===== src/logic/hwmon_bank_params.svh =====
/*
 * Constants of the monitor register bank: indexes, reset values, masks,
 * field positions, timing and response codes.
 * Assumes it is included by the package and the bank module.
 */
`ifndef HWMON_BANK_PARAMS_SVH
`define HWMON_BANK_PARAMS_SVH

// ************************************************************
// Register indexes (byte address is four times the index)
// ************************************************************
`define ADDR_W            12
`define IDX_TEMP_SOURCE   8'h4a
`define IDX_BANK_SELECT   8'h4e
`define IDX_MAKER_CODE    8'h4f
`define IDX_BEEP_ONE      8'h56
`define IDX_BEEP_TWO      8'h57
`define IDX_PART_CODE     8'h58
`define IDX_DIODE_DIV     8'h59
`define IDX_BATTERY_CTRL  8'h5d
`define IDX_PWM_FREQ      8'h60
`define IDX_OUTPUT_VALUE  8'h61
`define IDX_FAN_CONFIG    8'h62
`define IDX_FAN_TARGET    8'h63
`define IDX_BATTERY_READ  8'h70
`define IDX_BANKED_LO     8'h50
`define IDX_BANKED_HI     8'h5f

// ************************************************************
// Reset values, writable masks and the target temperature mask
// ************************************************************
`define RST_TEMP_SOURCE   8'h64
`define RST_BANK_SELECT   8'h80
`define RST_BEEP_ONE      8'h00
`define RST_BEEP_TWO      8'h80
`define RST_DIODE_DIV     8'h70
`define RST_BATTERY_CTRL  8'h00
`define RST_PWM_FREQ      8'h04
`define RST_OUTPUT_VALUE  8'hff
`define RST_FAN_CONFIG    8'h40
`define RST_FAN_TARGET    8'h00
`define MASK_BANK_SELECT  8'hb7
`define MASK_BATTERY_CTRL 8'hef
`define MASK_FAN_CONFIG   8'h7f
`define MASK_TARGET_TEMP  8'h7f

// ************************************************************
// Identity codes (values are arbitrary)
// ************************************************************
`define MAKER_CODE        16'h1a2b
`define PART_CODE         8'h3c
`define MAKER_CODE_HI     8'h1a
`define MAKER_CODE_LO     8'h2b

// ************************************************************
// Field positions, prescaler and duty limits, alarm width
// ************************************************************
`define BIT_HIGH_BYTE     7
`define BANK_MSB          2
`define BIT_AUX2_BEEP     5
`define BIT_CPU2_BEEP     4
`define BIT_GLOBAL_BEEP   7
`define BIT_PWM_SLOW      7
`define BIT_OUT_DC        6
`define BIT_BATTERY_EN    0
`define BIT_AUX2_DIV_MSB  7
`define PRESCALE_MAX_CODE 7'h7f
`define PRESCALE_MAX      8'h80
`define DUTY_FULL         8'hff
`define ALARM_W           18

// ************************************************************
// Timing and bus answers
// ************************************************************
`define MCLK_MHZ          10
`define MONITOR_CYCLE_US  1000
`define MONITOR_CYCLES    (`MONITOR_CYCLE_US * `MCLK_MHZ)
`define RESP_OKAY         2'b00
`define RESP_SLVERR       2'b10

`endif


===== src/logic/hwmon_bank_pkg.sv =====
/*
 * Types of the monitor register bank.
 * Assumes the constants header is on the include path.
 */
`include "hwmon_bank_params.svh"

package hwmon_bank_pkg;

  // ************************************************************
  // Fan control modes and battery update states
  // ************************************************************
  typedef enum logic [1:0] {
    MODE_MANUAL       = 2'b00,
    MODE_THERMAL      = 2'b01,
    MODE_SPEED        = 2'b10,
    MODE_AUTO         = 2'b11
  } fan_mode_t;

  typedef enum logic [1:0] {
    BAT_IDLE          = 2'b00,
    BAT_WAIT          = 2'b01,
    BAT_LATCH         = 2'b11
  } battery_state_t;

  // ************************************************************
  // Grouped fan settings and divisor codes
  // ************************************************************
  typedef struct packed {
    fan_mode_t        mode;
    logic [3:0]       tolerance;
    logic [7:0]       target;
    logic [1:0]       temp_source;
  } fan_setting_t;

  typedef struct packed {
    logic [2:0]       primary_msb;
    logic [2:0]       aux_secondary;
    logic [1:0]       cpu_secondary_low;
  } divisor_codes_t;

endpackage


===== src/logic/hwmon_bank.sv =====
/*
 * Hardware-monitor register bank: bank select, maker and part codes,
 * beep enables and beep output, sensor and divisor selection, battery
 * monitor control, and one fan output with PWM and DC level.
 * Assumes an AXI4-Lite master on MCLK, prescaler source ticks from
 * same-clock logic, and alarm flags and battery value from outside.
 */
`timescale 1ns/1ps
`include "hwmon_bank_params.svh"

module hwmon_bank #(
  parameter int unsigned MONITOR_CYCLES = `MONITOR_CYCLES
) (
  input  wire logic                             MCLK,
  input  wire logic                             RST_N,
  input  wire logic [`ADDR_W-1:0]               AWADDR,
  input  wire logic                             AWVALID,
  output logic                                  AWREADY,
  input  wire logic [31:0]                      WDATA,
  input  wire logic [3:0]                       WSTRB,
  input  wire logic                             WVALID,
  output logic                                  WREADY,
  output logic [1:0]                            BRESP,
  output logic                                  BVALID,
  input  wire logic                             BREADY,
  input  wire logic [`ADDR_W-1:0]               ARADDR,
  input  wire logic                             ARVALID,
  output logic                                  ARREADY,
  output logic [31:0]                           RDATA,
  output logic [1:0]                            RRESP,
  output logic                                  RVALID,
  input  wire logic                             RREADY,
  input  wire logic [`ALARM_W-1:0]              ALARM_FLAGS,
  input  wire logic [7:0]                       BATTERY_VALUE,
  input  wire logic                             FAST_SRC_TICK,
  input  wire logic                             SLOW_SRC_TICK,
  output logic                                  BEEP,
  output logic                                  FAN_PWM,
  output logic [5:0]                            FAN_DC_LEVEL,
  output logic                                  FAN_IS_DC,
  output hwmon_bank_pkg::fan_setting_t          FAN_SETTING,
  output hwmon_bank_pkg::divisor_codes_t        DIVISOR_CODES,
  output logic [2:0]                            SENSOR_IS_DIODE,
  output logic [2:0]                            DIODE_MODE,
  output logic [2:0]                            BANK,
  output logic                                  BATTERY_MONITOR_EN
);
  import hwmon_bank_pkg::*;

  // ************************************************************
  // Address decoding
  // ************************************************************
  function automatic logic [7:0] reg_index(input logic [`ADDR_W-1:0] addr);
    reg_index = addr[9:2];
  endfunction

  function automatic logic index_hit(input logic [`ADDR_W-1:0] addr,
                                     input logic [2:0] bank_now);
    logic [7:0] idx;
    idx = reg_index(addr);
    index_hit = 1'b0;
    if (addr[`ADDR_W-1:10] == '0) begin
      unique case (idx)
        `IDX_TEMP_SOURCE, `IDX_BANK_SELECT, `IDX_MAKER_CODE, `IDX_PWM_FREQ,
        `IDX_OUTPUT_VALUE, `IDX_FAN_CONFIG, `IDX_FAN_TARGET,
        `IDX_BATTERY_READ: begin
          index_hit = 1'b1;
        end
        `IDX_BEEP_ONE, `IDX_BEEP_TWO, `IDX_PART_CODE, `IDX_DIODE_DIV,
        `IDX_BATTERY_CTRL: begin
          index_hit = (bank_now == 3'h0);
        end
        default: begin
          index_hit = 1'b0;
        end
      endcase
    end
  endfunction

  // ************************************************************
  // Storage
  // ************************************************************
  logic [7:0]                 temp_source;
  logic [7:0]                 bank_select;
  logic [7:0]                 beep_one;
  logic [7:0]                 beep_two;
  logic [7:0]                 diode_div;
  logic [7:0]                 battery_ctrl;
  logic [7:0]                 pwm_freq;
  logic [7:0]                 output_value;
  logic [7:0]                 fan_config;
  logic [7:0]                 fan_target;
  logic [7:0]                 battery_reading;
  logic [`ALARM_W-1:0]        alarm_meta;
  logic [`ALARM_W-1:0]        alarm_sync;
  logic [7:0]                 battery_meta;
  logic [7:0]                 battery_sync;
  battery_state_t             battery_state;
  logic [31:0]                monitor_count;
  logic [7:0]                 prescale_count;
  logic [7:0]                 pwm_count;

  // ************************************************************
  // Bus handshake decode
  // ************************************************************
  wire        write_take   = AWVALID & WVALID & ~AWREADY & ~BVALID;
  wire        write_fire   = AWREADY & AWVALID;
  wire        write_hit    = index_hit(AWADDR, bank_select[`BANK_MSB:0]);
  wire        write_lane   = write_fire & write_hit & WSTRB[0];
  wire [7:0]  write_index  = reg_index(AWADDR);
  wire [7:0]  wbyte        = WDATA[7:0];
  wire        read_take    = ARVALID & ~ARREADY & ~RVALID;
  wire        read_fire    = ARREADY & ARVALID;
  wire        read_hit     = index_hit(ARADDR, bank_select[`BANK_MSB:0]);
  wire [7:0]  read_index   = reg_index(ARADDR);

  wire we_temp_source  = write_lane & (write_index == `IDX_TEMP_SOURCE);
  wire we_bank_select  = write_lane & (write_index == `IDX_BANK_SELECT);
  wire we_beep_one     = write_lane & (write_index == `IDX_BEEP_ONE);
  wire we_beep_two     = write_lane & (write_index == `IDX_BEEP_TWO);
  wire we_diode_div    = write_lane & (write_index == `IDX_DIODE_DIV);
  wire we_battery_ctrl = write_lane & (write_index == `IDX_BATTERY_CTRL);
  wire we_pwm_freq     = write_lane & (write_index == `IDX_PWM_FREQ);
  wire we_output_value = write_lane & (write_index == `IDX_OUTPUT_VALUE);
  wire we_fan_config   = write_lane & (write_index == `IDX_FAN_CONFIG);
  wire we_fan_target   = write_lane & (write_index == `IDX_FAN_TARGET);

  wire [7:0]  maker_byte   = bank_select[`BIT_HIGH_BYTE] ? `MAKER_CODE_HI : `MAKER_CODE_LO;

  logic [7:0] read_byte;
  always_comb begin
    read_byte = 8'h00;
    unique case (read_index)
      `IDX_TEMP_SOURCE:  read_byte = temp_source;
      `IDX_BANK_SELECT:  read_byte = bank_select;
      `IDX_MAKER_CODE:   read_byte = maker_byte;
      `IDX_BEEP_ONE:     read_byte = beep_one;
      `IDX_BEEP_TWO:     read_byte = beep_two;
      `IDX_PART_CODE:    read_byte = `PART_CODE;
      `IDX_DIODE_DIV:    read_byte = diode_div;
      `IDX_BATTERY_CTRL: read_byte = battery_ctrl;
      `IDX_PWM_FREQ:     read_byte = pwm_freq;
      `IDX_OUTPUT_VALUE: read_byte = output_value;
      `IDX_FAN_CONFIG:   read_byte = fan_config;
      `IDX_FAN_TARGET:   read_byte = fan_target;
      `IDX_BATTERY_READ: read_byte = battery_reading;
      default:           read_byte = 8'h00;
    endcase
  end

  // ************************************************************
  // AXI4-Lite channels
  // ************************************************************
  always_ff @(posedge MCLK or negedge RST_N) begin
    if (!RST_N) begin
      AWREADY <= 1'b0;
      WREADY  <= 1'b0;
      BVALID  <= 1'b0;
      BRESP   <= `RESP_OKAY;
    end else begin
      AWREADY <= write_take;
      WREADY  <= write_take;
      if (write_fire) begin
        BVALID <= 1'b1;
        BRESP  <= write_hit ? `RESP_OKAY : `RESP_SLVERR;
      end else if (BREADY) begin
        BVALID <= 1'b0;
      end
    end
  end

  always_ff @(posedge MCLK or negedge RST_N) begin
    if (!RST_N) begin
      ARREADY <= 1'b0;
      RVALID  <= 1'b0;
      RDATA   <= 32'h0000_0000;
      RRESP   <= `RESP_OKAY;
    end else begin
      ARREADY <= read_take;
      if (read_fire) begin
        RVALID <= 1'b1;
        RDATA  <= {24'h00_0000, read_hit ? read_byte : 8'h00};
        RRESP  <= read_hit ? `RESP_OKAY : `RESP_SLVERR;
      end else if (RREADY) begin
        RVALID <= 1'b0;
      end
    end
  end

  // ************************************************************
  // Writable registers
  // ************************************************************
  always_ff @(posedge MCLK or negedge RST_N) begin
    if (!RST_N) begin
      temp_source  <= `RST_TEMP_SOURCE;
      bank_select  <= `RST_BANK_SELECT;
      beep_one     <= `RST_BEEP_ONE;
      beep_two     <= `RST_BEEP_TWO;
      diode_div    <= `RST_DIODE_DIV;
      battery_ctrl <= `RST_BATTERY_CTRL;
      pwm_freq     <= `RST_PWM_FREQ;
      output_value <= `RST_OUTPUT_VALUE;
      fan_config   <= `RST_FAN_CONFIG;
      fan_target   <= `RST_FAN_TARGET;
    end else begin
      if (we_temp_source)  temp_source  <= wbyte;
      if (we_bank_select)  bank_select  <= wbyte & `MASK_BANK_SELECT;
      if (we_beep_one)     beep_one     <= wbyte;
      if (we_beep_two)     beep_two     <= wbyte;
      if (we_diode_div)    diode_div    <= wbyte;
      if (we_battery_ctrl) battery_ctrl <= wbyte & `MASK_BATTERY_CTRL;
      if (we_pwm_freq)     pwm_freq     <= wbyte;
      if (we_output_value) output_value <= wbyte;
      if (we_fan_config)   fan_config   <= wbyte & `MASK_FAN_CONFIG;
      if (we_fan_target)   fan_target   <= wbyte;
    end
  end

  // ************************************************************
  // Input synchronisers
  // ************************************************************
  always_ff @(posedge MCLK or negedge RST_N) begin
    if (!RST_N) begin
      alarm_meta   <= '0;
      alarm_sync   <= '0;
      battery_meta <= 8'h00;
      battery_sync <= 8'h00;
    end else begin
      alarm_meta   <= ALARM_FLAGS;
      alarm_sync   <= alarm_meta;
      battery_meta <= BATTERY_VALUE;
      battery_sync <= battery_meta;
    end
  end

  // ************************************************************
  // Battery reading update
  // ************************************************************
  wire battery_rise = we_battery_ctrl & wbyte[`BIT_BATTERY_EN]
                      & ~battery_ctrl[`BIT_BATTERY_EN];
  wire monitor_done = (monitor_count >= MONITOR_CYCLES - 1);

  always_ff @(posedge MCLK or negedge RST_N) begin
    if (!RST_N) begin
      battery_state   <= BAT_IDLE;
      monitor_count   <= 32'h0000_0000;
      battery_reading <= 8'h00;
    end else begin
      unique case (battery_state)
        BAT_IDLE: begin
          monitor_count <= 32'h0000_0000;
          if (battery_rise) battery_state <= BAT_WAIT;
        end
        BAT_WAIT: begin
          monitor_count <= monitor_count + 32'h0000_0001;
          if (!battery_ctrl[`BIT_BATTERY_EN]) battery_state <= BAT_IDLE;
          else if (monitor_done) battery_state <= BAT_LATCH;
        end
        BAT_LATCH: begin
          battery_reading <= battery_sync;
          battery_state   <= BAT_IDLE;
        end
        default: begin
          battery_state <= BAT_IDLE;
        end
      endcase
    end
  end

  // ************************************************************
  // Beep
  // ************************************************************
  // enable vector
  wire [`ALARM_W-1:0] beep_enables = {bank_select[`BIT_AUX2_BEEP], bank_select[`BIT_CPU2_BEEP],
                                      beep_two[6:0], beep_one[0 +: 8], 1'b0};
  wire next_beep = beep_two[`BIT_GLOBAL_BEEP] & |(beep_enables & alarm_sync);

  // ************************************************************
  // PWM prescaler and counter
  // ************************************************************
  // clock source select
  wire       src_tick   = pwm_freq[`BIT_PWM_SLOW] ? SLOW_SRC_TICK : FAST_SRC_TICK;
  wire [6:0] div_code   = pwm_freq[6:0];
  wire [7:0] divider    = (div_code == `PRESCALE_MAX_CODE) ? `PRESCALE_MAX :
                          (div_code == 7'h00) ? 8'h01 : {1'b0, div_code};
  wire       pre_wrap   = src_tick & (prescale_count >= divider - 8'h01);
  wire       next_pwm   = (output_value == `DUTY_FULL) | (pwm_count < output_value);
  wire       dc_mode    = fan_config[`BIT_OUT_DC];

  always_ff @(posedge MCLK or negedge RST_N) begin
    if (!RST_N) begin
      prescale_count <= 8'h00;
      pwm_count      <= 8'h00;
    end else begin
      if (pre_wrap) prescale_count <= 8'h00;
      else if (src_tick) prescale_count <= prescale_count + 8'h01;
      if (pre_wrap) pwm_count <= pwm_count + 8'h01;
    end
  end

  // ************************************************************
  // Registered outputs
  // ************************************************************
  fan_setting_t   next_setting;
  divisor_codes_t next_divisors;
  always_comb begin
    next_setting.mode        = fan_mode_t'(fan_config[5:4]);
    next_setting.tolerance   = fan_config[3:0];
    next_setting.target      = (fan_config[5:4] == MODE_SPEED) ? fan_target :
                               (fan_target & `MASK_TARGET_TEMP);
    next_setting.temp_source = temp_source[7:6];
    next_divisors.primary_msb       = battery_ctrl[7:5];
    next_divisors.aux_secondary     = {diode_div[`BIT_AUX2_DIV_MSB], diode_div[3:2]};
    next_divisors.cpu_secondary_low = diode_div[1:0];
  end

  always_ff @(posedge MCLK or negedge RST_N) begin
    if (!RST_N) begin
      BEEP               <= 1'b0;
      FAN_PWM            <= 1'b0;
      FAN_DC_LEVEL       <= 6'h00;
      FAN_IS_DC          <= 1'b1;
      FAN_SETTING        <= '0;
      DIVISOR_CODES      <= '0;
      SENSOR_IS_DIODE    <= 3'h0;
      DIODE_MODE         <= 3'h0;
      BANK               <= 3'h0;
      BATTERY_MONITOR_EN <= 1'b0;
    end else begin
      BEEP               <= next_beep;
      FAN_IS_DC          <= dc_mode;
      FAN_PWM            <= ~dc_mode & next_pwm;
      FAN_DC_LEVEL       <= dc_mode ? output_value[7:2] : 6'h00;
      FAN_SETTING        <= next_setting;
      DIVISOR_CODES      <= next_divisors;
      SENSOR_IS_DIODE    <= battery_ctrl[3:1];
      DIODE_MODE         <= diode_div[6:4] & battery_ctrl[3:1];
      BANK               <= bank_select[`BANK_MSB:0];
      BATTERY_MONITOR_EN <= battery_ctrl[`BIT_BATTERY_EN];
    end
  end

endmodule // hwmon_bank


===== config.mk =====
export PLATFORM = sky130hd
export DESIGN_NAME = hwmon_bank
export DESIGN_NICKNAME = d
export VERILOG_FILES = /design/src/logic/hwmon_bank_pkg.sv /design/src/logic/hwmon_bank.sv
export VERILOG_INCLUDE_DIRS = /design/src /design/src/logic
export SDC_FILE = /design/constraint.sdc
export NUM_CORES = 1
export LEC_CHECK = 0
export BUFFER_PORTS_ARGS = -buffer_cell sky130_fd_sc_hd__buf_2
export CAP_MARGIN = 20
export CORE_MARGIN = 2
export CORE_UTILIZATION = 40
export DETAILED_ROUTE_END_ITERATION = 12
export GPL_TIMING_DRIVEN = 0
export HOLD_SLACK_MARGIN = 0.02
export SETUP_SLACK_MARGIN = 0.02
export SYNTH_ARGS = -nofsm -noshare
export SYNTH_HDL_FRONTEND = slang
export SYNTH_SLANG_ARGS = --single-unit
export TNS_END_PERCENT = 5

===== constraint.sdc =====
create_clock -name MCLK -period 6.95 [get_ports MCLK]
set_input_delay 1.0425 -clock MCLK [delete_from_list [all_inputs] [get_ports MCLK]]
set_output_delay 1.0425 -clock MCLK [all_outputs]
set_load 0.005 [all_outputs]

==> results of run 1 <==
==> stage by stage <==
| step | area, um2 | cells | util, % |
|---|---|---|---|
| after global routing | 12430 | 1380 | 49.09 |
| after global placement | 11460 | 1330 | 45.25 |
| after CTS | 12430 | 1380 | 49.09 |
| after detailed placement | 11530 | 1332 | 45.51 |
| final | 12440 | 1381 | 49.10 |
| after floorplan | 10480 | 887 | - |
==> report_power, final <==
part           internal [mW]  switching (mW)
registers               1.45          0.0386
logic                 0.0879           0.122
clock network          0.891           0.543
total                   2.43           0.704
==> worst max-delay path, stage by stage (launching register included) <==
cell and delay, ns:
sky130_fd_sc_hd__dfrtp_1 0.35, sky130_fd_sc_hd__clkbuf_1 0.19, sky130_fd_sc_hd__nor3_1 0.30, sky130_fd_sc_hd__nand2b_1 0.16
sky130_fd_sc_hd__nor3_1 0.14, sky130_fd_sc_hd__o21ai_0 0.15, sky130_fd_sc_hd__ha_1 0.30, sky130_fd_sc_hd__o21ai_0 0.10
sky130_fd_sc_hd__o21ai_0 0.10, sky130_fd_sc_hd__a22oi_1 0.19, sky130_fd_sc_hd__ha_1 0.26, sky130_fd_sc_hd__a21o_1 0.17
sky130_fd_sc_hd__a211oi_1 0.21, sky130_fd_sc_hd__o21ai_0 0.11, sky130_fd_sc_hd__o211a_1 0.17, sky130_fd_sc_hd__clkbuf_1 0.24
sky130_fd_sc_hd__nand3_1 0.16, sky130_fd_sc_hd__xnor2_1 0.12
==> cell usage in the layout (no fill, tap or decap), types with 6 or more instances in the layout <==
cell and count:
sky130_fd_sc_hd__nor2_1 53, sky130_fd_sc_hd__dfstp_2 19, sky130_fd_sc_hd__o22ai_1 7, sky130_fd_sc_hd__nor4_1 8, sky130_fd_sc_hd__mux2i_1 12, sky130_fd_sc_hd__nand3_1 25
sky130_fd_sc_hd__a22o_1 7, sky130_fd_sc_hd__clkbuf_1 28, sky130_fd_sc_hd__nor2b_1 14, sky130_fd_sc_hd__xor2_1 20, sky130_fd_sc_hd__inv_1 16, sky130_fd_sc_hd__nor3_1 17
sky130_fd_sc_hd__clkbuf_16 26, sky130_fd_sc_hd__o21ai_0 30, sky130_fd_sc_hd__conb_1 27, sky130_fd_sc_hd__a22oi_1 16, sky130_fd_sc_hd__xnor2_1 17, sky130_fd_sc_hd__nand2_1 60
sky130_fd_sc_hd__buf_2 115, sky130_fd_sc_hd__nand4_1 14, sky130_fd_sc_hd__and3_1 9, sky130_fd_sc_hd__a31oi_1 10, sky130_fd_sc_hd__and2_1 12, sky130_fd_sc_hd__nand2b_1 6
sky130_fd_sc_hd__buf_4 27, sky130_fd_sc_hd__nor3b_1 8, sky130_fd_sc_hd__mux2_2 86, sky130_fd_sc_hd__dfrtp_1 222, sky130_fd_sc_hd__a21o_1 6, sky130_fd_sc_hd__a21oi_1 27
sky130_fd_sc_hd__ha_1 19
==> synthesized netlist by cell type (16+ instances only) <==
cell / count / share of area, %
sky130_fd_sc_hd__nand2_1: 60 / 2.2
sky130_fd_sc_hd__xor2_1: 20 / 1.7
sky130_fd_sc_hd__nor2_1: 53 / 1.9
sky130_fd_sc_hd__nor3_1: 17 / 0.82
sky130_fd_sc_hd__mux2_2: 86 / 9.3
sky130_fd_sc_hd__clkbuf_1: 21 / 0.76
sky130_fd_sc_hd__xnor2_1: 17 / 1.4
sky130_fd_sc_hd__dfstp_2: 19 / 4.8
sky130_fd_sc_hd__dfrtp_1: 222 / 53
sky130_fd_sc_hd__a22oi_1: 16 / 1.2
sky130_fd_sc_hd__inv_1: 16 / 0.58
sky130_fd_sc_hd__o21ai_0: 30 / 1.4
sky130_fd_sc_hd__buf_4: 27 / 2.0
sky130_fd_sc_hd__a21oi_1: 27 / 1.3
sky130_fd_sc_hd__nand3_1: 25 / 1.2
sky130_fd_sc_hd__ha_1: 19 / 2.3
==> cell type report <==
cell class                 count  area share, %
clock inverter                10          1.298
tap                          330          3.320
inverter                      16         0.4829
buffer                        57          2.576
clock buffer                  38          5.997
timing repair buffer         115          5.071
antenna                        1        0.02012
sequential                   241          48.69
multi-input combinational    573          32.55
==> registers in the layout (all words and copies together) (netlist names), 16 cells and up <==
| name | cells |
|---|---|
| alarm_meta | 17 |
| monitor_count | 32 |
| alarm_sync | 17 |
| FAN_SETTING | 16 |
==> routing by layer <==
layer | up-vias | GRT usage (%) | wire (um)
met5 | - | 0 | 0
met4 | 0 | 4.783 | 599
met3 | 42 | 4.221 | 1496
met2 | 192 | 29.24 | 11270
met1 | 3501 | 26.16 | 11280
li1 | 3387 | - | -
==> kinds of logic after synthesis <==
group	share of synthesized area (%)
AO/OA/AOI/OAI	8.768
XOR/XNOR	3.119
adder cells (fa/ha/maj)	2.288
buffers and inverters	3.661
flip-flops	58.28
multiplexers	10.91
other	0.07229
AND/OR/NAND/NOR	12.90
==> final timing paths <==
check,to,cells after the start
hold / removal,alarm_sync[17],0
setup / recovery,pwm_count[5],17
min in group asynchronous,DIVISOR_CODES[5],1
setup reg to reg,pwm_count[5],17
max in group asynchronous,output_value[0],3
hold reg to reg,alarm_sync[17],0
==> run summary, run 1 <==
Max Cap Viol = 0
count of boundary I/O pins = 179
result of the run = finished, final reports clean
area added between synthesis and finish = 19.70%
Critical path origin = pwm_freq[3]
Highest Clock Rate = 284.3 MHz
deepest level of the CTS H-tree = 1
launch instance of the worst register-to-register path = pwm_freq[3]
post-cts sizing count = 0
Inserted Clock Buffers = 26
critical setup path kind = reg2reg
pin count of the biggest net entering global routing = 105
DRC violation count after routing = 0
flip-flop and latch count after synthesis = 241
final hold slack = 0.3475 ns
Starting Density = 41.02%
maximum clock path buffer count = 3
PnR Total Power = 3.129 mW
drt via density = 5.157
type of destination of the critical path = register
detail-routed net length per standard cell = 17.85 um
ratio of final minimum period to clock period = 50.60%
clock sink count = 241
CP Data Required Time = 7.41 ns
setup skew after layout = 0.02510 ns
Avg Synthesized Cell Area = 12.05 um2
worst hold-check path type = reg2reg
Post-Route Setup TNS = 0 ns
number of DRC markers after the initial detailed-route iteration = 525
number of setup buffers added after CTS = 0
clock root buffer = sky130_fd_sc_hd__clkbuf_16
count of filler cells inserted in the layout = 2,331
flop-to-flop setup slack = 3.43 ns
Top FF cell, synth = sky130_fd_sc_hd__dfrtp_1
number of distinct library cells after synthesis = 66
post-detailed-routing wire length = 24.65 mm
Hold Startpoint = alarm_meta[17]
shortest clock period the worst path allows after layout = 3.517 ns
final slew viol count = 0
Startpoint Class = register
GRT overflow = 0
final worst setup slack = 3.433 ns
number of warnings reported in the yosys synthesis log = 0
ANT nets after route = 0
area of the die = 0.02728 mm2
portion of the post-synthesis area used by sequential elements = 58.28%
number of nets in the layout = 1,144
Core Footprint = 0.02533 mm2
setup slack at placement = 3.057 ns
number of endpoints failing setup at the final stage = 0
vias in the first global route = 6,920
clock tree from TritonCTS = built
Port Buffers = 113
wire length of the first global-routing pass = 38.93 mm
width of the die = 165.2 um
layout cell share with drive strength beyond 1 = 29.14%
vias after detailed routing = 7,122
sequential cell area = 0.006055 mm2
total of hold buffers inserted after clock tree synthesis = 0
arrival time reported for the critical path endpoint = 3.98 ns
share of synthesized registers carrying an async set or reset = 100.0%
half-perimeter wire length after detailed placement = 17.94 mm
leakage power of the design = 5.959 nW
multi-input gate area in the final layout = 0.004048 mm2
clock input transition at the sequential cells of the worst setup and hold paths = 0.06 ns
transition time at the pin with the least slew margin = 1.154 ns
largest driver fanout on the critical path = 10
length of the first detailed-routing pass in iterations = 5
number of synthesized flops with an enable pin = 0
number of standard-cell rows in the floorplan = 58
highest ir drop seen on vdd = 0.2019 mV
unrepaired setup endpoints after global routing = false
Die Ht = 165.2 um
initial antenna violation count = 1
total power density per cell area = 251.6 mW/mm2
routability congestion estimate from global placement = 0.9171
Cells after Synth = 862
max-slew headroom at the worst pin = 22.00%
total count of hold-check failures in the final report = 0
cell area after synthesis = 0.01039 mm2
overall global routing resource usage = 18.62%
Clock Latency Late Sink = 0.54 ns
Note: power is estimated with default switching activity, not from simulation.
==> inputs of run 2 (changes only) <==
- clock period: 6.95 -> 2.9 ns (I/O delays scaled with it)
==> run summary, run 2 (synthesized netlist as in run 1, its figures left out) <==
wire length of the first global-routing pass = 40.79 mm (+4.8%)
length of the first detailed-routing pass in iterations = 5 (unchanged)
width of the die = 165.2 um (unchanged)
vias after detailed routing = 7,406 (+4.0%)
Highest Clock Rate = 337.9 MHz (+19%)
number of nets in the layout = 1,191 (+4.1%)
maximum clock path buffer count = 3 (unchanged)
Critical Path Max Stage Delay = 0.58 ns (+0.23 ns)
total count of hold-check failures in the final report = 0 (unchanged)
initial antenna violation count = 1 (unchanged)
setup slack at placement = -0.2354 ns (-3.293 ns)
routability congestion estimate from global placement = 0.9225 (+0.59%)
deepest level of the CTS H-tree = 1 (unchanged)
depth of the most critical reg-to-reg path = 15 (-2)
drt via density = 5.194 (+0.71%)
critical path's top delay family = compound AO/OA/AOI/OAI gates
Starting Density = 41.02% (unchanged)
max-slew headroom at the worst pin = 30.01% (+8.0 points)
Critical-path top delay cell = sky130_fd_sc_hd__dfstp_2
overall global routing resource usage = 19.54% (+0.92 points)
count of filler cells inserted in the layout = 2,252 (-3.4%)
leading cell type in the layout, fill and taps excluded = sky130_fd_sc_hd__dfrtp_1
Die Ht = 165.2 um (unchanged)
leakage power of the design = 6.190 nW (+3.9%)
number of flip-flops under the largest register name = 32 (unchanged)
final slew viol count = 0 (unchanged)
critical setup path kind = reg2reg
ANT nets after route = 0 (unchanged)
register bank with the most flops = monitor_count
shortest clock period the worst path allows after layout = 2.960 ns (-0.5570 ns)
detail-routed net length per standard cell = 18.42 um (+3.2%)
Core Footprint = 0.02533 mm2 (unchanged)
number of endpoints failing setup at the final stage = 7 (+7)
type of destination of the critical path = register
arrival time reported for the critical path endpoint = 3.42 ns (-0.56 ns)
critical path cell sequence = and4_1 -> nand4_1 -> o21ai_2 -> ha_4 -> o21ai_2 -> o21ai_1 -> a22oi_1 -> ha_1 -> a21o_1 -> a211oi_2 -> o21ai_1 -> o211a_1 -> buf_8 -> nand4_1 -> xnor2_1
clock tree from TritonCTS = built
GRT overflow = 0 (unchanged)
DRC violation count after routing = 0 (unchanged)
Hold Path Stages = 2 (+2)
CP Data Required Time = 3.36 ns (-4.05 ns)
pin count of the biggest net entering global routing = 105 (unchanged)
largest registers in the final layout = monitor_count: 32 flops, alarm_meta: 17 flops, alarm_sync: 17 flops
Antenna Cells = 0 (-1)
highest ir drop seen on vdd = 0.4062 mV (+100%)
post-detailed-routing wire length = 26.27 mm (+6.6%)
vias in the first global route = 7,366 (+6.4%)
setup skew after layout = 0.02815 ns (+0.003054 ns)
count of boundary I/O pins = 179 (unchanged)
failing checks = setup timing
total power density per cell area = 580.5 mW/mm2 (+130%)
final worst setup slack = -0.05987 ns (-3.493 ns)
worst hold-check path type = in2reg
clock input transition at the sequential cells of the worst setup and hold paths = 0.06 ns (about the same)
number of DRC markers after the initial detailed-route iteration = 378 (-28%)
area added between synthesis and finish = 24.56%
unrepaired setup endpoints after global routing = true
Port Buffers = 113 (unchanged)
result of the run = finished, violations left
Buf/Inv on CP = 1 (-1)
Clock Latency Late Sink = 0.53 ns (about the same)
most frequent cells in the layout = sky130_fd_sc_hd__dfrtp_1, sky130_fd_sc_hd__buf_2, sky130_fd_sc_hd__mux2_2
clock root buffer = sky130_fd_sc_hd__clkbuf_16
Max Cap Viol = 0 (unchanged)
largest driver fanout on the critical path = 5 (-5)
final hold slack = 0.09917 ns (-0.2483 ns)
transition time at the pin with the least slew margin = 1.046 ns (-0.1078 ns)
number of standard-cell rows in the floorplan = 58 (unchanged)
Inserted Clock Buffers = 25 (-3.8%)
clock sink count = 241 (unchanged)
half-perimeter wire length after detailed placement = 18.22 mm (+1.6%)
Startpoint Class = register
layout cell share with drive strength beyond 1 = 31.75% (+2.6 points)
ratio of final minimum period to clock period = 102.1% (+51 points)
area of the die = 0.02728 mm2 (unchanged)
Crit path depth = 15 (-2)
run 2: routing by layer:
metal / share of wire [%] / vias to the layer above / GRT usage [%]
met5: 0.038 / - / 0
met4: 2.3 / 2 / 5.059
met3: 6.1 / 41 / 4.221
met2: 46 / 207 / 30.63
met1: 46 / 3686 / 27.66
li1: - / 3470 / -
run 2: layout make-up:
cell class / count / area, um2 / area share (%)
Inverter: 16 / 60.06 / 0.4641
Buffer: 56 / 327.8 / 2.533
Sequential cell: 241 / 6057 / 46.81
Clock inverter: 10 / 160.2 / 1.238
Clock buffer: 36 / 686.9 / 5.308
Tap cell: 330 / 412.9 / 3.191
Timing Repair Buffer: 164 / 1061 / 8.200
Multi-Input combinational cell: 573 / 4174 / 32.26
run 2: power breakdown:
part	switching (mW)	internal [mW]
Combinational	0.338	0.285
Sequential	0.102	3.46
Clock	1.31	2.01
Total	1.75	5.76
run 2: what timing repair did:
action | in CTS | in global routing
hold buffers | 26 | 0
gates cloned | 1 | 0
gates resized for setup | 15 | 18
setup endpoints to repair | 16 | 23
pin swaps | 15 | 17
hold endpoints to repair | 62 | 0
setup buffers | 17 | 4
run 2: worst paths after layout:
check	slack, ns	startpoint	end
hold reg to reg	0.35	battery_meta[2]	battery_sync[2]
setup reg to reg	-0.06	pwm_freq[2]	pwm_count[4]
hold / removal	0.1	BREADY	BVALID
min in group asynchronous	0.39	RST_N	diode_div[3]
max in group asynchronous	1.30	RST_N	battery_reading[7]
setup / recovery	-0.06	pwm_freq[2]	pwm_count[4]
run 2: stage by stage:
stage / area, um2 / cells / util [%] / setup TNS [ns] / total power, mW
after CTS: 12850 / 1423 / 50.73 / -0.02067 / 7.525
after global placement: 11480 / 1330 / 45.34 / -665.02 / 4.122
after detailed placement: 11550 / 1333 / 45.61 / -2.926 / 4.137
after floorplan: 10500 / 887 / - / 0 / 3.893
final: 12940 / 1426 / 51.09 / -0.2720 / 7.512
after global routing: 12940 / 1426 / 51.09 / -2.612 / 7.799
==> inputs of run 3 (changes only) <==
- BUFFER_PORTS_ARGS: -buffer_cell sky130_fd_sc_hd__buf_2 -> default
- CAP_MARGIN: 20 -> default
- DONT_BUFFER_PORTS: default -> 1
==> run summary, run 3 (synthesized netlist as in run 1, its figures left out) <==
result of the run = finished, violations left
failing checks = hold timing, setup timing
highest ir drop seen on vdd = 0.6876 mV (+69%)
total cell area at the placement stage = 0.01092 mm2 (-5.5%)
total of hold buffers inserted after clock tree synthesis = 30 (+15%)
Startpoint Class = register
part of the power in combinational logic = 6.4% (-1.9 points)
initial antenna violation count = 0 (-1)
largest registers in the final layout = monitor_count: 32 flops, alarm_meta: 17 flops, alarm_sync: 17 flops
number of DRC markers after the initial detailed-route iteration = 420 (+11%)
sw power = 1.651 mW (-5.9%)
arrival time reported for the critical path endpoint = 3.45 ns (+0.03 ns)
number of flip-flops under the largest register name = 32 (unchanged)
Inserted Clock Buffers = 26 (+4.0%)
max-slew headroom at the worst pin = 19.12% (-11 points)
shortest clock period the worst path allows after layout = 3.042 ns (+0.08222 ns)
relative contribution of sequential cells to total power = 48.4% (+0.9 points)
ANT nets after route = 0 (unchanged)
routability congestion estimate from global placement = 0.9620 (+4.3%)
vias in the first global route = 6,866 (-6.8%)
number of standard-cell rows in the floorplan = 58 (unchanged)
deepest level of the CTS H-tree = 1 (unchanged)
launch instance of the worst register-to-register path = pwm_freq[2]
clock sink count = 241 (unchanged)
Final Core Density = 48.55% (-2.5 points)
type of destination of the critical path = register
GRT overflow = 0 (unchanged)
Starting Density = 41.02% (unchanged)
worst hold-check path type = in2async
CP Data Required Time = 3.30 ns (-0.06 ns)
DRC violation count after routing = 0 (unchanged)
PnR Total Power = 7.368 mW (-1.9%)
clock share of power = 45.2% (+1.0 points)
area added between synthesis and finish = 18.37%
Core Footprint = 0.02533 mm2 (unchanged)
final hold slack = -0.3829 ns (-0.4821 ns)
width of the die = 165.2 um (unchanged)
area of the die = 0.02728 mm2 (unchanged)
register bank with the most flops = monitor_count
drt via density = 5.220 (+0.51%)
clock root buffer = sky130_fd_sc_hd__clkbuf_16
unrepaired setup endpoints after global routing = true
wire length of the first global-routing pass = 39.47 mm (-3.2%)
final slew viol count = 0 (unchanged)
layout cell share with drive strength beyond 1 = 23.01% (-8.7 points)
switching share of total power = 22.40% (-0.94 points)
setup skew after layout = 0.01364 ns (-0.01451 ns)
total power density per cell area = 599.2 mW/mm2 (+3.2%)
Port Buffers = 0 (-100%)
critical setup path kind = reg2reg
maximum clock path buffer count = 3 (unchanged)
post-detailed-routing wire length = 25.27 mm (-3.8%)
end of the worst register-to-register path = pwm_count[0]
detail-routed net length per standard cell = 19.26 um (+4.6%)
count of boundary I/O pins = 179 (unchanged)
clock tree from TritonCTS = built
flop-to-flop setup slack = -0.14 ns (-0.08 ns)
Non-Filler Instances = 1,312 (-8.0%)
finished layout cell area = 0.01230 mm2 (-5.0%)
ratio of final minimum period to clock period = 104.9% (+2.8 points)
length of the first detailed-routing pass in iterations = 6 (+1)
transition time at the pin with the least slew margin = 1.196 ns (+0.1503 ns)
half-perimeter wire length after detailed placement = 17.39 mm (-4.6%)
largest driver fanout on the critical path = 6 (+1)
leading cell type in the layout, fill and taps excluded = sky130_fd_sc_hd__dfrtp_1
pin count of the biggest net entering global routing = 242 (+130%)
clock input transition at the sequential cells of the worst setup and hold paths = 0.06 ns (about the same)
Clock Latency Late Sink = 0.53 ns (about the same)
Antenna Cells = 0 (unchanged)
Die Ht = 165.2 um (unchanged)
total count of hold-check failures in the final report = 230 (+230)
depth of the most critical reg-to-reg path = 15 (unchanged)
count of placed standard cells including taps = 1,217 (-8.7%)
internal power summed over all cells = 5.718 mW (-0.71%)
Highest Clock Rate = 328.7 MHz (-2.7%)
overall global routing resource usage = 18.99% (-0.55 points)
most frequent cells in the layout = sky130_fd_sc_hd__dfrtp_1, sky130_fd_sc_hd__mux2_2, sky130_fd_sc_hd__nand2_1
final worst setup slack = -0.1421 ns (-0.08222 ns)
leakage power of the design = 5.646 nW (-8.8%)
number of endpoints failing setup at the final stage = 16 (+9)
vias after detailed routing = 6,849 (-7.5%)
number of nets in the layout = 1,076 (-9.7%)
Max Cap Viol = 0 (unchanged)
run 3: cell types whose count changed in the layout (fill, tap and decap cells not counted), sizes merged:
cell         delta
buf           -120
clkinv          +5
dlygate4sd3     +4
bufinv          -2
inv             -1
run 3: critical path: stages (launching register included):
cell                       delay (ns)
sky130_fd_sc_hd__dfstp_2         0.58
sky130_fd_sc_hd__and4_1          0.21
sky130_fd_sc_hd__nand4_1         0.18
sky130_fd_sc_hd__o21ai_2         0.13
sky130_fd_sc_hd__ha_2            0.22
sky130_fd_sc_hd__o21ai_1         0.07
sky130_fd_sc_hd__o21ai_1         0.07
sky130_fd_sc_hd__a22oi_1         0.10
sky130_fd_sc_hd__ha_1            0.33
sky130_fd_sc_hd__a21o_1          0.18
sky130_fd_sc_hd__a211oi_2        0.21
sky130_fd_sc_hd__o21ai_1         0.09
sky130_fd_sc_hd__o211a_1         0.16
sky130_fd_sc_hd__buf_8           0.14
sky130_fd_sc_hd__buf_6           0.12
sky130_fd_sc_hd__xor2_1          0.14
run 3: cell type report:
type / instances / area (um2)
tap: 330 / 412.9
timing repair buffer: 47 / 431.7
buffer: 57 / 341.6
multi-input combinational: 573 / 4116
sequential: 241 / 6055
clock buffer: 36 / 759.5
fill: 2250 / 13030
inverter: 16 / 60.06
clock inverter: 12 / 120.1
run 3: how the worst max path moves through the flow:
| stage | from | endpoint | slack, ns | cells past startpoint |
|---|---|---|---|---|
| after floorplan | pwm_freq[3] | pwm_count[4] | 0.03 | 17 |
| after global placement | ARADDR[6] | RDATA[0] | -0.23 | 7 |
| after detailed placement | pwm_freq[3] | prescale_count[2] | -0.27 | 16 |
| after CTS | pwm_freq[3] | pwm_count[0] | -0.11 | 17 |
| after global routing | pwm_freq[2] | pwm_count[0] | -0.33 | 15 |
| final | pwm_freq[2] | pwm_count[0] | -0.14 | 15 |
run 3: repair_timing:
action                     4_1_cts  5_1_grt
gates resized for setup         16        9
hold endpoints to repair       271      241
pin swaps                       17       15
setup endpoints to repair       16       23
buffers inserted                14        3
run 3: per-stage QoR:
stage          worst slack [ns]  TNS [ns]
2_1_floorplan           0.03483         0
5_1_grt                 -0.3333    -4.350
4_1_cts                 -0.1102   -0.6270
3_3_place_gp            -0.2291    -4.147
6_report                -0.1421    -1.036
3_5_place_dp            -0.2706    -5.019
run 3: power by group through the flow:
stage	registers, mW	logic [mW]	clock network (mW)
4_1_cts	3.57	0.439	3.40
2_1_floorplan	3.59	0.300	0
3_3_place_gp	3.62	0.362	0
3_5_place_dp	3.63	0.371	0
5_1_grt	3.58	0.535	3.53
6_report	3.57	0.469	3.33
run 3: layer usage:
metal  vias up  track usage [%]  part of all wire, %
met1      3397            26.82                   46
li1       3236                -                    -
met2       176            29.98                   46
met3        40            3.871                  5.5
met4         0            4.941                  2.6
met5         -                0                    0
